<file path="src/logic/cca_cfg.svh">
// Constants for the cache control block: field positions, resets, sizes
`ifndef CCA_CFG_SVH
`define CCA_CFG_SVH

// ----------------------------------------------------------------------
// Control word field positions
// ----------------------------------------------------------------------
`define CCA_BIT_CACHE_ENABLE 31
`define CCA_BIT_STORE_BUF    29
`define CCA_BIT_PUSH_KEEP    28
`define CCA_BIT_HALF_LOCK    27
`define CCA_BIT_INVAL_ALL    24
`define CCA_BIT_NFB_DEFAULT  10
`define CCA_DCM_HI           9
`define CCA_DCM_LO           8
`define CCA_BIT_WPROT        5

// ----------------------------------------------------------------------
// Reset value and mask of bits that hold state (reserved bits read 0)
// ----------------------------------------------------------------------
`define CCA_CTRL_RESET       32'h0000_0000
`define CCA_CTRL_WMASK       32'hb800_0720

// ----------------------------------------------------------------------
// Geometry and encodings
// ----------------------------------------------------------------------
`define CCA_NUM_SETS         128
`define CCA_LINE_W           28
`define CCA_TT_NORMAL        2'h0
`define CCA_RR_RESET         2'h0
`define CCA_RR_HALF_STEP     2'h2

`endif

</file>
<file path="src/logic/cca_pkg.sv">
// Types shared by the cache control block
package cca_pkg;

  // Default cache mode encodings
  typedef enum logic [1:0] {
    CCA_DCM_WTHRU    = 2'b00,
    CCA_DCM_COPYBACK = 2'b01,
    CCA_DCM_INH_PREC = 2'b10,
    CCA_DCM_INH_IMPR = 2'b11
  } cca_dcm_t;

  // Invalidate sweep states
  typedef enum logic {
    CCA_ST_IDLE  = 1'b0,
    CCA_ST_SWEEP = 1'b1
  } cca_state_t;

  typedef logic [1:0] cca_way_t;

endpackage

</file>
<file path="src/logic/cca_alloc_if.sv">
// Interface between the control core and the way allocator
`timescale 1ns/1ns
`default_nettype none
interface cca_alloc_if;
  import cca_pkg::*;
  logic       req;        // Allocation request, one cycle
  logic [3:0] way_valid;  // Valid flags of the addressed set
  logic       half_lock;  // Locking mode in force
  cca_way_t   way;        // Chosen way, registered
  logic       grant;      // Chosen way is on way, one cycle
  logic [1:0] rr;         // Round-robin counter, for status
  modport ctrl  (output req, way_valid, half_lock,
                 input  way, grant, rr);
  modport alloc (input  req, way_valid, half_lock,
                 output way, grant, rr);
endinterface
`default_nettype wire

</file>
<file path="src/logic/cca_way_alloc.sv">
// Way allocator with round-robin replacement and half-lock mode
`timescale 1ns/1ns
`default_nettype none
`include "cca_cfg.svh"
module cca_way_alloc (
  // Clock and reset
  input  wire logic   clock_in,
  input  wire logic   rst_n_in,
  // Link to the control core
  cca_alloc_if.alloc  al
);
  import cca_pkg::*;

  logic [1:0] rr_q;
  logic [1:0] rr_d;
  cca_way_t   way_q;
  cca_way_t   pick;
  logic       grant_q;
  logic       full;

  // --------------------------------------------------------------------
  // Way choice
  // --------------------------------------------------------------------
  // Eligible ways depend only on the mode seen this cycle, so the lock
  // may change at any time without a flush
  always_comb begin
    full = 1'b0;
    rr_d = rr_q;
    pick = 2'd0;
    if (!al.half_lock) begin
      if (!al.way_valid[0]) pick = 2'd0;
      else if (!al.way_valid[1]) pick = 2'd1;
      else if (!al.way_valid[2]) pick = 2'd2;
      else if (!al.way_valid[3]) pick = 2'd3;
      else begin
        full = 1'b1;
        pick = rr_q;
        rr_d = rr_q + 2'd1;
      end
    end else begin
      if (!al.way_valid[2]) pick = 2'd2;
      else if (!al.way_valid[3]) pick = 2'd3;
      else begin
        full = 1'b1;
        pick = rr_q[1] ? 2'd3 : 2'd2;
        rr_d = rr_q ^ `CCA_RR_HALF_STEP;
      end
    end
  end

  // Counter moves only when every eligible way was valid
  always_ff @(posedge clock_in or negedge rst_n_in) begin
    if (!rst_n_in) rr_q <= `CCA_RR_RESET;
    else if (al.req && full) rr_q <= rr_d;
  end

  // Registered answer
  always_ff @(posedge clock_in or negedge rst_n_in) begin
    if (!rst_n_in) begin
      way_q   <= 2'd0;
      grant_q <= 1'b0;
    end else begin
      grant_q <= al.req;
      if (al.req) way_q <= pick;
    end
  end

  assign al.way   = way_q;
  assign al.grant = grant_q;
  assign al.rr    = rr_q;
endmodule
`default_nettype wire

</file>
<file path="src/logic/cca_cache_ctrl.sv">
// Cache control word, whole-cache invalidate sweep and fill buffer gate
`timescale 1ns/1ns
`default_nettype none
`include "cca_cfg.svh"

// Notes on behaviour
// Unlocked, a new line goes to the lowest invalid way, else to the counter's way, and the counter steps modulo four.
// Half-locked, the lower invalid of ways 2 and 3 is used, else way 2 or 3 by the counter's high bit, which then toggles.
// Half-locked, ways 0 and 1 are never allocated, though they still take write hits and explicit maintenance.
// The half-lock bit may change at any time with no flush or special sequence.
// Writing one to the invalidate-all bit starts a full invalidate, zero does nothing, and the bit clears itself when done.
// The sweep visits every set in order and clears valid and modified flags of each line.
// Cache accesses stall while the sweep runs, and the invalidate-all bit drops as it ends.
// Reset never clears tags, valid flags or data; only the invalidate command does.
// Software should push modified copy-back lines before invalidating all.
// With the fill buffer default bit clear, noncacheable instruction fetches are not kept in the fill buffer.
// With it set, only normal noncacheable instruction reads of transfer type zero are kept.
// Those are fetched by burst and kept until displaced, so later hits make no external cycle.
// Writes go out without touching the fill buffer, so later reads may see stale data.
// Software writes zero to the reserved bits 26 to 25 and 23 to 11.
// The default cache mode field selects write-through, copy-back, inhibited precise or inhibited imprecise.
// Hardware reset clears the whole control word, disabling the cache, and leaves cache contents alone.
// The two-bit counter steps only when no eligible way is invalid.
module cca_cache_ctrl #(
  parameter int NUM_SETS = `CCA_NUM_SETS,
  parameter int LINE_W   = `CCA_LINE_W,
  parameter int SET_W    = $clog2(`CCA_NUM_SETS)
) (
  // Clock and reset
  input  wire logic              clock_in,
  input  wire logic              rst_n_in,
  // Control word access (core move-to-control and debug)
  input  wire logic              ctrl_wr_in,
  input  wire logic [31:0]       ctrl_wdata_in,
  output logic [31:0]            ctrl_rdata_out,
  // Decoded control fields
  output logic                   cache_enable_out,
  output logic                   store_buf_en_out,
  output logic                   push_keep_valid_out,
  output logic                   write_protect_out,
  output cca_pkg::cca_dcm_t      default_cache_mode_out,
  output logic                   dflt_cacheable_out,
  output logic                   dflt_copyback_out,
  output logic                   dflt_precise_out,
  // Core access stall
  input  wire logic              access_req_in,
  output logic                   access_stall_out,
  // Line allocation
  input  wire logic              alloc_req_in,
  input  wire logic [3:0]        alloc_way_valid_in,
  output cca_pkg::cca_way_t      alloc_way_out,
  output logic                   alloc_done_out,
  output logic [1:0]             alloc_rr_out,
  // Invalidate sweep towards the tag array
  output logic                   inval_clear_out,
  output logic [SET_W-1:0]       inval_set_out,
  // Instruction fetch and fill buffer
  input  wire logic              fetch_req_in,
  input  wire logic              fetch_noncache_in,
  input  wire logic [1:0]        fetch_tt_in,
  input  wire logic [LINE_W-1:0] fetch_line_in,
  output logic                   fb_hit_out,
  output logic                   fb_burst_out,
  output logic                   fb_single_out,
  input  wire logic              fb_fill_done_in,
  input  wire logic [LINE_W-1:0] fb_fill_line_in,
  input  wire logic              line_fill_in,
  // Operand writes, seen only to show they leave the buffer alone
  input  wire logic              op_write_in,
  input  wire logic [LINE_W-1:0] op_line_in
);
  import cca_pkg::*;

  // --------------------------------------------------------------------
  // Helpers
  // --------------------------------------------------------------------
  // Mode decode is used for the outputs; the mode check below reads them
  function automatic logic [2:0] dcm_decode(input cca_dcm_t m);
    logic [2:0] r;
    r = 3'b000;
    case (m)
      CCA_DCM_WTHRU:    r = 3'b101;  // Cacheable, precise writes
      CCA_DCM_COPYBACK: r = 3'b111;  // Cacheable, copy-back
      CCA_DCM_INH_PREC: r = 3'b001;  // Inhibited, precise
      CCA_DCM_INH_IMPR: r = 3'b000;  // Inhibited, imprecise
      default:          r = 3'b000;
    endcase
    return r;
  endfunction

  localparam logic [SET_W-1:0] LAST_SET = SET_W'(NUM_SETS - 1);

  logic [31:0]       ctrl_q;
  cca_state_t        state_q;
  logic [SET_W-1:0]  set_q;
  logic              sweeping;
  logic              start;
  logic              fb_valid_q;
  logic [LINE_W-1:0] fb_line_q;
  logic              nfb;
  logic              nc_fetch;
  logic              fb_eligible;
  logic [2:0]        mode_bits;

  cca_alloc_if alloc_bus ();

  // --------------------------------------------------------------------
  // Control word
  // --------------------------------------------------------------------
  // Only defined bits hold state; reserved bits are dropped and read 0.
  // The invalidate bit is not stored: it is the sweep's busy flag.
  always_ff @(posedge clock_in or negedge rst_n_in) begin
    if (!rst_n_in) ctrl_q <= `CCA_CTRL_RESET;
    else if (ctrl_wr_in) ctrl_q <= ctrl_wdata_in & `CCA_CTRL_WMASK;
  end

  assign start    = ctrl_wr_in && ctrl_wdata_in[`CCA_BIT_INVAL_ALL];
  assign sweeping = (state_q == CCA_ST_SWEEP);
  assign nfb      = ctrl_q[`CCA_BIT_NFB_DEFAULT];

  // Read-back shows the live sweep state in the invalidate bit
  always_comb begin
    ctrl_rdata_out = ctrl_q;
    ctrl_rdata_out[`CCA_BIT_INVAL_ALL] = sweeping;
  end

  // Field outputs
  assign cache_enable_out       = ctrl_q[`CCA_BIT_CACHE_ENABLE];
  assign store_buf_en_out       = ctrl_q[`CCA_BIT_STORE_BUF];
  assign push_keep_valid_out    = ctrl_q[`CCA_BIT_PUSH_KEEP];
  assign write_protect_out      = ctrl_q[`CCA_BIT_WPROT];
  assign default_cache_mode_out =
    cca_dcm_t'(ctrl_q[`CCA_DCM_HI:`CCA_DCM_LO]);
  assign mode_bits              = dcm_decode(default_cache_mode_out);
  assign dflt_cacheable_out     = mode_bits[2];
  assign dflt_copyback_out      = mode_bits[1];
  assign dflt_precise_out       = mode_bits[0];

  // --------------------------------------------------------------------
  // Invalidate sweep
  // --------------------------------------------------------------------
  // One set per cycle. A new start wins over the last cycle, so a
  // command that lands as a sweep ends is never lost. Tags live outside
  // and are never touched by reset; only this sweep clears them.
  always_ff @(posedge clock_in or negedge rst_n_in) begin
    if (!rst_n_in) begin
      state_q <= CCA_ST_IDLE;
      set_q   <= '0;
    end else begin
      case (state_q)
        CCA_ST_IDLE: begin
          if (start) begin
            state_q <= CCA_ST_SWEEP;
            set_q   <= '0;
          end
        end
        CCA_ST_SWEEP: begin
          if (start) begin
            set_q <= '0;
          end else if (set_q == LAST_SET) begin
            state_q <= CCA_ST_IDLE;
            set_q   <= '0;
          end else begin
            set_q <= set_q + 1'b1;
          end
        end
        default: begin
          state_q <= CCA_ST_IDLE;
          set_q   <= '0;
        end
      endcase
    end
  end

  // Tag array clears valid and modified of all ways at this set
  assign inval_clear_out  = sweeping;
  assign inval_set_out    = set_q;
  assign access_stall_out = access_req_in && sweeping;

  // --------------------------------------------------------------------
  // Allocation
  // --------------------------------------------------------------------
  // Requests are held off during a sweep; the lock bit goes straight
  // through, so changing it needs no flush
  assign alloc_bus.req       = alloc_req_in && !sweeping;
  assign alloc_bus.way_valid = alloc_way_valid_in;
  assign alloc_bus.half_lock = ctrl_q[`CCA_BIT_HALF_LOCK];
  assign alloc_way_out       = alloc_bus.way;
  assign alloc_done_out      = alloc_bus.grant;
  assign alloc_rr_out        = alloc_bus.rr;

  cca_way_alloc u_alloc (
    .clock_in (clock_in),
    .rst_n_in (rst_n_in),
    .al       (alloc_bus.alloc)
  );

  // --------------------------------------------------------------------
  // Fill buffer for noncacheable fetches
  // --------------------------------------------------------------------
  assign nc_fetch    = fetch_req_in && fetch_noncache_in;
  assign fb_eligible = nfb && (fetch_tt_in == `CCA_TT_NORMAL);
  assign fb_hit_out  = nc_fetch && fb_eligible && fb_valid_q &&
                       (fb_line_q == fetch_line_in);
  assign fb_burst_out  = nc_fetch && fb_eligible && !fb_hit_out;
  assign fb_single_out = nc_fetch && !fb_eligible;

  // Kept until displaced by a cacheable line fill or the mode is
  // turned off. Operand writes are deliberately ignored: self-modifying
  // code can read stale instructions here. A burst ending as a line
  // fill displaces wins, so freshly fetched code is not thrown away.
  always_ff @(posedge clock_in or negedge rst_n_in) begin
    if (!rst_n_in) begin
      fb_valid_q <= 1'b0;
      fb_line_q  <= '0;
    end else if (!nfb) begin
      fb_valid_q <= 1'b0;
    end else if (fb_fill_done_in) begin
      fb_valid_q <= 1'b1;
      fb_line_q  <= fb_fill_line_in;
    end else if (line_fill_in) begin
      fb_valid_q <= 1'b0;
    end
  end
endmodule
`default_nettype wire

</file>
<file path="config.mk">
export PLATFORM = sky130hd
export DESIGN_NAME = cca_cache_ctrl
export DESIGN_NICKNAME = d
export VERILOG_FILES = /design/src/logic/cca_pkg.sv /design/src/logic/cca_alloc_if.sv /design/src/logic/cca_way_alloc.sv /design/src/logic/cca_cache_ctrl.sv
export VERILOG_INCLUDE_DIRS = /design/src /design/src/logic
export SDC_FILE = /design/constraint.sdc
export NUM_CORES = 1
export LEC_CHECK = 0
export BUFFER_PORTS_ARGS = -buffer_cell sky130_fd_sc_hd__buf_2
export CAP_MARGIN = 20
export CORE_MARGIN = 2
export CORE_UTILIZATION = 41
export DETAILED_ROUTE_END_ITERATION = 10
export PLACE_DENSITY_LB_ADDON = 0.12
export SYNTH_ARGS = -nofsm -noshare
export SYNTH_HDL_FRONTEND = slang
export SYNTH_SLANG_ARGS = --single-unit
</file>
<file path="constraint.sdc">
create_clock -name clock_in -period 1.7 [get_ports clock_in]
set_input_delay 0.255 -clock clock_in [delete_from_list [all_inputs] [get_ports clock_in]]
set_output_delay 0.255 -clock clock_in [all_outputs]
set_load 0.02 [all_outputs]
</file>
==> run metrics, run 1 <==
run status=finished, violations left; failing checks=setup timing; fin. max-slew vios=0; Lkg Pwr=1.645 nW; DRC viols=0; Adder-Cell Fraction of Synth Area=0.004829; Setup Skew=5.157 ps; Post-synth EDFFs=0; CTS tree=built; YS warnings=0; asr flop ratio synth=1.000; initial antenna violation count=0; register area share after synthesis=0.4829; Via Count=1889; max_cap viols=0; CP max stage cell=or4_4; H-tree levels=2; Final setup violation count=2; post-route cell area=3278 sq um; core area=6026 sq um; synthesis-stage register bit count=50; layout cells sized above 1=0.5060; latest clock arrival within the worst-skew pair=290 ps; Synth Flop Type=dfrtp_1; synthesized area per cell=11.73 sq um; first-pass GRT wire length=8307 um; io pins=190; worst min path class=input pin to flip-flop; total global routing overflow=0; Die Footprint=6972 sq um; Synth cell types=37; clock buffer depth=2; Mapped Cells=221; CP Class=flip-flop to output port; PD cells=927.1 nW/um^2; Placed Cells=402; CTS sink cnt=50; antenna-violating nets left=0; fin nets=468; CP max FO=2; clock period minus worst slack=2062 ps; Cell Area, Synth=2591 sq um; crit start category=flip-flop; CTS root buf=clkbuf_8; pre-CTS WS=-76.78 ps; Arrival @ worst endpoint=1810 ps; # diodes=0; Final period util=1.213; slowest cell delay on critical path=510 ps; post-synthesis mux area share=0.1603; cell area after placement=3152 sq um; Post-Synth Simple-Gate Area=0.09271; multi-input logic area=1180 sq um; Die W=83.50 um; postcts setup bufs=0; Peak Freq=484.9 MHz; maximum vdd drop=0.0004919 V; Tot GR Track Use=0.1450; Area Overhead vs Synth=26.51%; RSZ-0062 raised after global routing=yes; drt first pass iters=4; Cell Chain, Critical Path=xnor2_1, nand4_1, or4_4, o21ba_4, buf_6; RePlAce Congestion=0.7560; largest net degree at the start of global routing=51; sequential cell area=1251 sq um; top cell family by delay on the critical path=simple AND/OR/NAND/NOR gates; CP Buf/Inv Count=1; Initial Util=0.4300; fillcell total=598; vias in the first global route=1855; final hold vios=0; combinational family with the most area after synthesis=multiplexers; Routed WL=4961 um; die extent in y=83.50 um; Reg clk slew, reported paths=80 ps; TritonCTS buffer count=5; Avg Vias per Cell=4.619; DR iter-0 viols=28; IO buf count=114; xor/xnor share of the synthesized area=0.1082; Synth Area in Compound Gates=0.04635; num rows=28; Critical Path RT=1440 ps; Critical Path Sink Type=output port; DP Wirelength=3780 um; Finished Layout Cells=409; Final Util=0.5440; worst setup margin=-362.2 ps; wire length per cell=12.13 um
registers in the layout (all words and copies together), names as in the netlist:
name and count:
inval_clear_out 1, u_alloc.al.rr 2, inval_set_out 7, fb_line_q 28, u_alloc.al.grant 1, u_alloc.al.way 2, fb_valid_q 1, ctrl_q 8
timing repair:
item / in CTS / in global routing
endpoints found under the hold margin: 50 / 0
pin swaps: 7 / 4
resized for setup: 5 / 2
setup endpoints to repair: 2 / 2
hold buffers: 1 / 0
metal layers:
layer  vias to the layer above  GRT usage  wire (um)
li1                        928          -          -
met1                       879     0.1926       2206
met4                         0    0.03079         33
met3                         4    0.03858        382
met2                        78     0.2397       2339
met5                         -          0          0
synth_stat cells (3+ instances only):
library cell / count / area (sq um)
dfrtp_1: 50 / 1251
mux2_2: 36 / 405.4
buf_4: 31 / 232.7
xor2_1: 20 / 175.2
xnor2_1: 12 / 105.1
nand2_1: 10 / 37.54
nor2_1: 6 / 22.52
nand4_1: 5 / 31.28
nor4_1: 5 / 31.28
o21ai_0: 5 / 25.02
buf_2: 4 / 20.02
nor2b_1: 4 / 25.02
inv_1: 3 / 11.26
nand2b_1: 3 / 18.77
cells in the final DEF (no fill, tap or decap), types with 2 or more instances in the layout:
master / instances
inv_1: 3
conb_1: 23
nor2b_1: 4
dfrtp_1: 50
nor4_1: 2
nand3_1: 2
nand4_1: 5
buf_2: 112
nor2_1: 6
o21ai_0: 5
xnor2_1: 12
nand2b_1: 3
buf_4: 5
a21oi_1: 2
clkbuf_8: 6
and2_1: 2
nand2_1: 10
nor4_2: 3
nor3_1: 2
xor2_1: 20
mux2_2: 36
buf_12: 2
stage by stage:
step / hold slack, ps / setup TNS, ps / total power, mW
after global routing: 170.9 / -862.2 / 3.246
after CTS: 168.7 / -756.7 / 3.081
after global placement: 267.5 / -114.9 / 2.369
after floorplan: -40.59 / 0 / 2.134
after detailed placement: 270.5 / -140.5 / 2.385
final: 173.8 / -692.2 / 3.039
path summary, 6_finish.rpt:
kind                                   start                 to  slack [ps]  cells past startpoint
max                             fb_line_q[1]       fb_burst_out        -360                      5
min                         ctrl_wdata_in[9]          ctrl_q[9]         170                      3
max reg2reg                 inval_set_out[0]   inval_set_out[5]         220                      5
min reg2reg                u_alloc.al.way[0]  u_alloc.al.way[0]         500                      2
min in group asynchronous           rst_n_in      fb_line_q[25]         460                      3
max in group asynchronous           rst_n_in         fb_valid_q        1000                      3
report_power, final:
part	switching, mW	internal (mW)
Clock	0.358	0.315
Sequential	0.137	1.38
Combinational	0.427	0.419
kinds of logic after synthesis:
family | count (synthesis)
other | 1
buffers and inverters | 39
muxes | 37
adders and majority gates | 1
DFF | 50
and+or+nand+nor | 44
xor gates and xnor gates | 32
AOI/OAI and AO/OA | 17
worst min-delay path: cells and delay by family:
family          cells  cell delay (ps)
compound gates      1               60
simple gates        1               40
buf+inv             1               80
area by class of cell:
class,count,area share
multi-input combinational,154,0.3599
timing repair buffer,121,0.2011
clock buffer,6,0.02519
inverter,3,0.003435
sequential,50,0.3817
tap,75,0.02863
No activity file was read; power rests on OpenSTA's default activity.
==> run 2, diff against run 1 <==
--- a/config.mk
+++ b/config.mk
@@ -9,7 +9,7 @@
 export BUFFER_PORTS_ARGS = -buffer_cell sky130_fd_sc_hd__buf_2
 export CAP_MARGIN = 20
 export CORE_MARGIN = 2
-export CORE_UTILIZATION = 41
+export CORE_UTILIZATION = 25
 export DETAILED_ROUTE_END_ITERATION = 10
 export PLACE_DENSITY_LB_ADDON = 0.12
 export SYNTH_ARGS = -nofsm -noshare
==> run 2 against run 1 <==
Effect of this change: the flow still finishes with violations (setup timing); sequential power about the same; worst hold slack got worse by 7.6 ps; wire length up 14%; non-clock buffer count fell by 1; via count fell by 0.48%; sequential share of layout area shrank 0.60 points; sequential cell count unchanged; maximum frequency fell by 3.1%; largest power group unchanged.
==> run metrics, run 2 (synthesis gave the netlist of run 1 again) <==
run status=finished, violations left; failing checks=setup timing; Hold Path Origin=ctrl_wdata_in[9]; Setup Skew=4.992 ps; hold endpoint=ctrl_q[9]; R2R Setup Slk=180 ps; maximum vdd drop=0.0004523 V; Lkg Pwr=1.646 nW; fin nets=467; CP max FO=2; largest net degree at the start of global routing=28; Die Footprint=11200 sq um; sw power=951.1 uW; final hold vios=0; CTS sink cnt=50; most frequent cells in the layout=112 x buf_2, 50 x dfrtp_1, 36 x mux2_2; setup TNS=-810.9 ps; most used routing layer=met2; worst min path class=input pin to flip-flop; Tot GR Track Use=0.1028; Critical Path Sink Type=output port; DRC viols=0; latest clock arrival within the worst-skew pair=300 ps; CP Class=flip-flop to output port; fillcell total=1046; Routed WL=5634 um; Area Overhead vs Synth=28.54%; Logic pwr share=0.264; normalized max-slew margin=0.6506; # diodes=0; worst r2r src=inval_set_out[0]; sw frac=0.3100; crit start category=flip-flop; DP Wirelength=4400 um; Final setup violation count=2; initial antenna violation count=1; RePlAce Congestion=0.7308; max_cap viols=0; worst hold slack=166.2 ps; total global routing overflow=0; FF-to-FF path depth=5; Worst-Margin Slew=518.6 ps; Final Util=0.3270; Final period util=1.252; antenna-violating nets left=0; first-pass GRT wire length=9163 um; CTS root buf=clkbuf_8; slowest cell delay on critical path=400 ps; Critical Path RT=1440 ps; worst setup margin=-428.1 ps; Reg clk slew, reported paths=90 ps; vias in the first global route=1947; io pins=190; Largest Register=fb_line_q; Die W=105.8 um; Flop pwr share=0.501; Initial Util=0.2544; Hold Crit Depth=3; postcts setup bufs=0; clock buffer depth=2; H-tree levels=2; Avg Vias per Cell=3.992; Peak Freq=469.9 MHz; Final Power=3.068 mW; IO buf count=114; die extent in y=105.8 um; max reg flops=28; met2 Usage GRT=0.1673; drt first pass iters=4; reg-to-reg endpoint=inval_set_out[5]; Pint=2.117 mW; wire length per cell=11.96 um; core area=10180 sq um; M1 GR Usage=0.1334; DR iter-0 viols=28; CTS tree=built; RSZ-0062 raised after global routing=yes; fin. max-slew vios=0; PD cells=921.0 nW/um^2; CP max stage cell=dfrtp_1; most common cell after layout, fill and taps aside=buf_2; layout cells sized above 1=0.4925; clock period minus worst slack=2128 ps; clock power share=0.234; num rows=37; Cell Chain, Critical Path=xor2_1, nor4_1, buf_4, nand4_1, o21ba_1, buf_6; met3 Track Usage GR=0.02968; Arrival @ worst endpoint=1870 ps; Via Count=1880; TritonCTS buffer count=5
run 2: through the flow:
step                worst slack [ps]  cells  cell area (sq um)
CTS                           -451.8    471               3324
global placement              -104.3    462               3221
detailed placement            -118.4    462               3221
floorplan                     0.1951    243               2674
finish                        -428.1    471               3331
global route                  -512.4    471               3331
run 2: worst max-delay path by stage:
| stage | start | end | slack, ps | cells past startpoint |
|---|---|---|---|---|
| after CTS | fb_line_q[14] | fb_burst_out | -450 | 6 |
| final | fb_line_q[21] | fb_burst_out | -430 | 6 |
| after global placement | fetch_line_in[19] | fb_burst_out | -100 | 6 |
| after detailed placement | fb_line_q[19] | fb_burst_out | -120 | 5 |
| after global routing | fb_line_q[21] | fb_burst_out | -510 | 6 |
| after floorplan | fb_line_q[19] | fb_hit_out | 0.2 | 4 |
run 2: worst max-delay path: cells and delay by family, from the launching register on:
| family | cells | cell delay (ps) |
|---|---|---|
| AND/OR/NAND/NOR | 2 | 480 |
| flip-flops | 1 | 400 |
| buffers and inverters | 2 | 300 |
| AO/OA/AOI/OAI | 1 | 250 |
| XOR/XNOR | 1 | 150 |
run 2: routing by layer:
| metal | up-vias | wire length (um) | part of all wire |
|---|---|---|---|
| met2 | 82 | 2574 | 0.46 |
| met1 | 865 | 2490 | 0.44 |
| li1 | 924 | - | - |
| met4 | 2 | 40 | 0.0071 |
| met5 | - | 13 | 0.0023 |
| met3 | 7 | 513 | 0.091 |
run 2: final cells by class:
class                   instances  area (sq um)  area share
clock buffers                   7         86.33     0.02592
clock inverters                 1         5.005    0.001503
inverters                       3         11.26    0.003381
multi-input cells             154          1155      0.3467
flip-flops and latches         50          1251      0.3757
well taps                     136         170.2     0.05109
repair buffers                120         651.9      0.1957
run 2: timing repair:
action | 4_1_cts | 5_1_grt
resized for setup | 1 | 2
pin swaps | 3 | 2
endpoints found under the setup margin | 2 | 2
hold buffers | 1 | 0
hold endpoints to repair | 16 | 0
run 2: power groups by stage:
| stage | logic (mW) | clock network [mW] | registers, mW |
|---|---|---|---|
| 2_1_floorplan | 0.528 | 0 | 1.61 |
| 3_3_place_gp | 0.815 | 0 | 1.56 |
| 3_5_place_dp | 0.821 | 0 | 1.56 |
| 4_1_cts | 0.826 | 0.783 | 1.54 |
| 5_1_grt | 0.893 | 0.823 | 1.57 |
| 6_report | 0.810 | 0.719 | 1.54 |
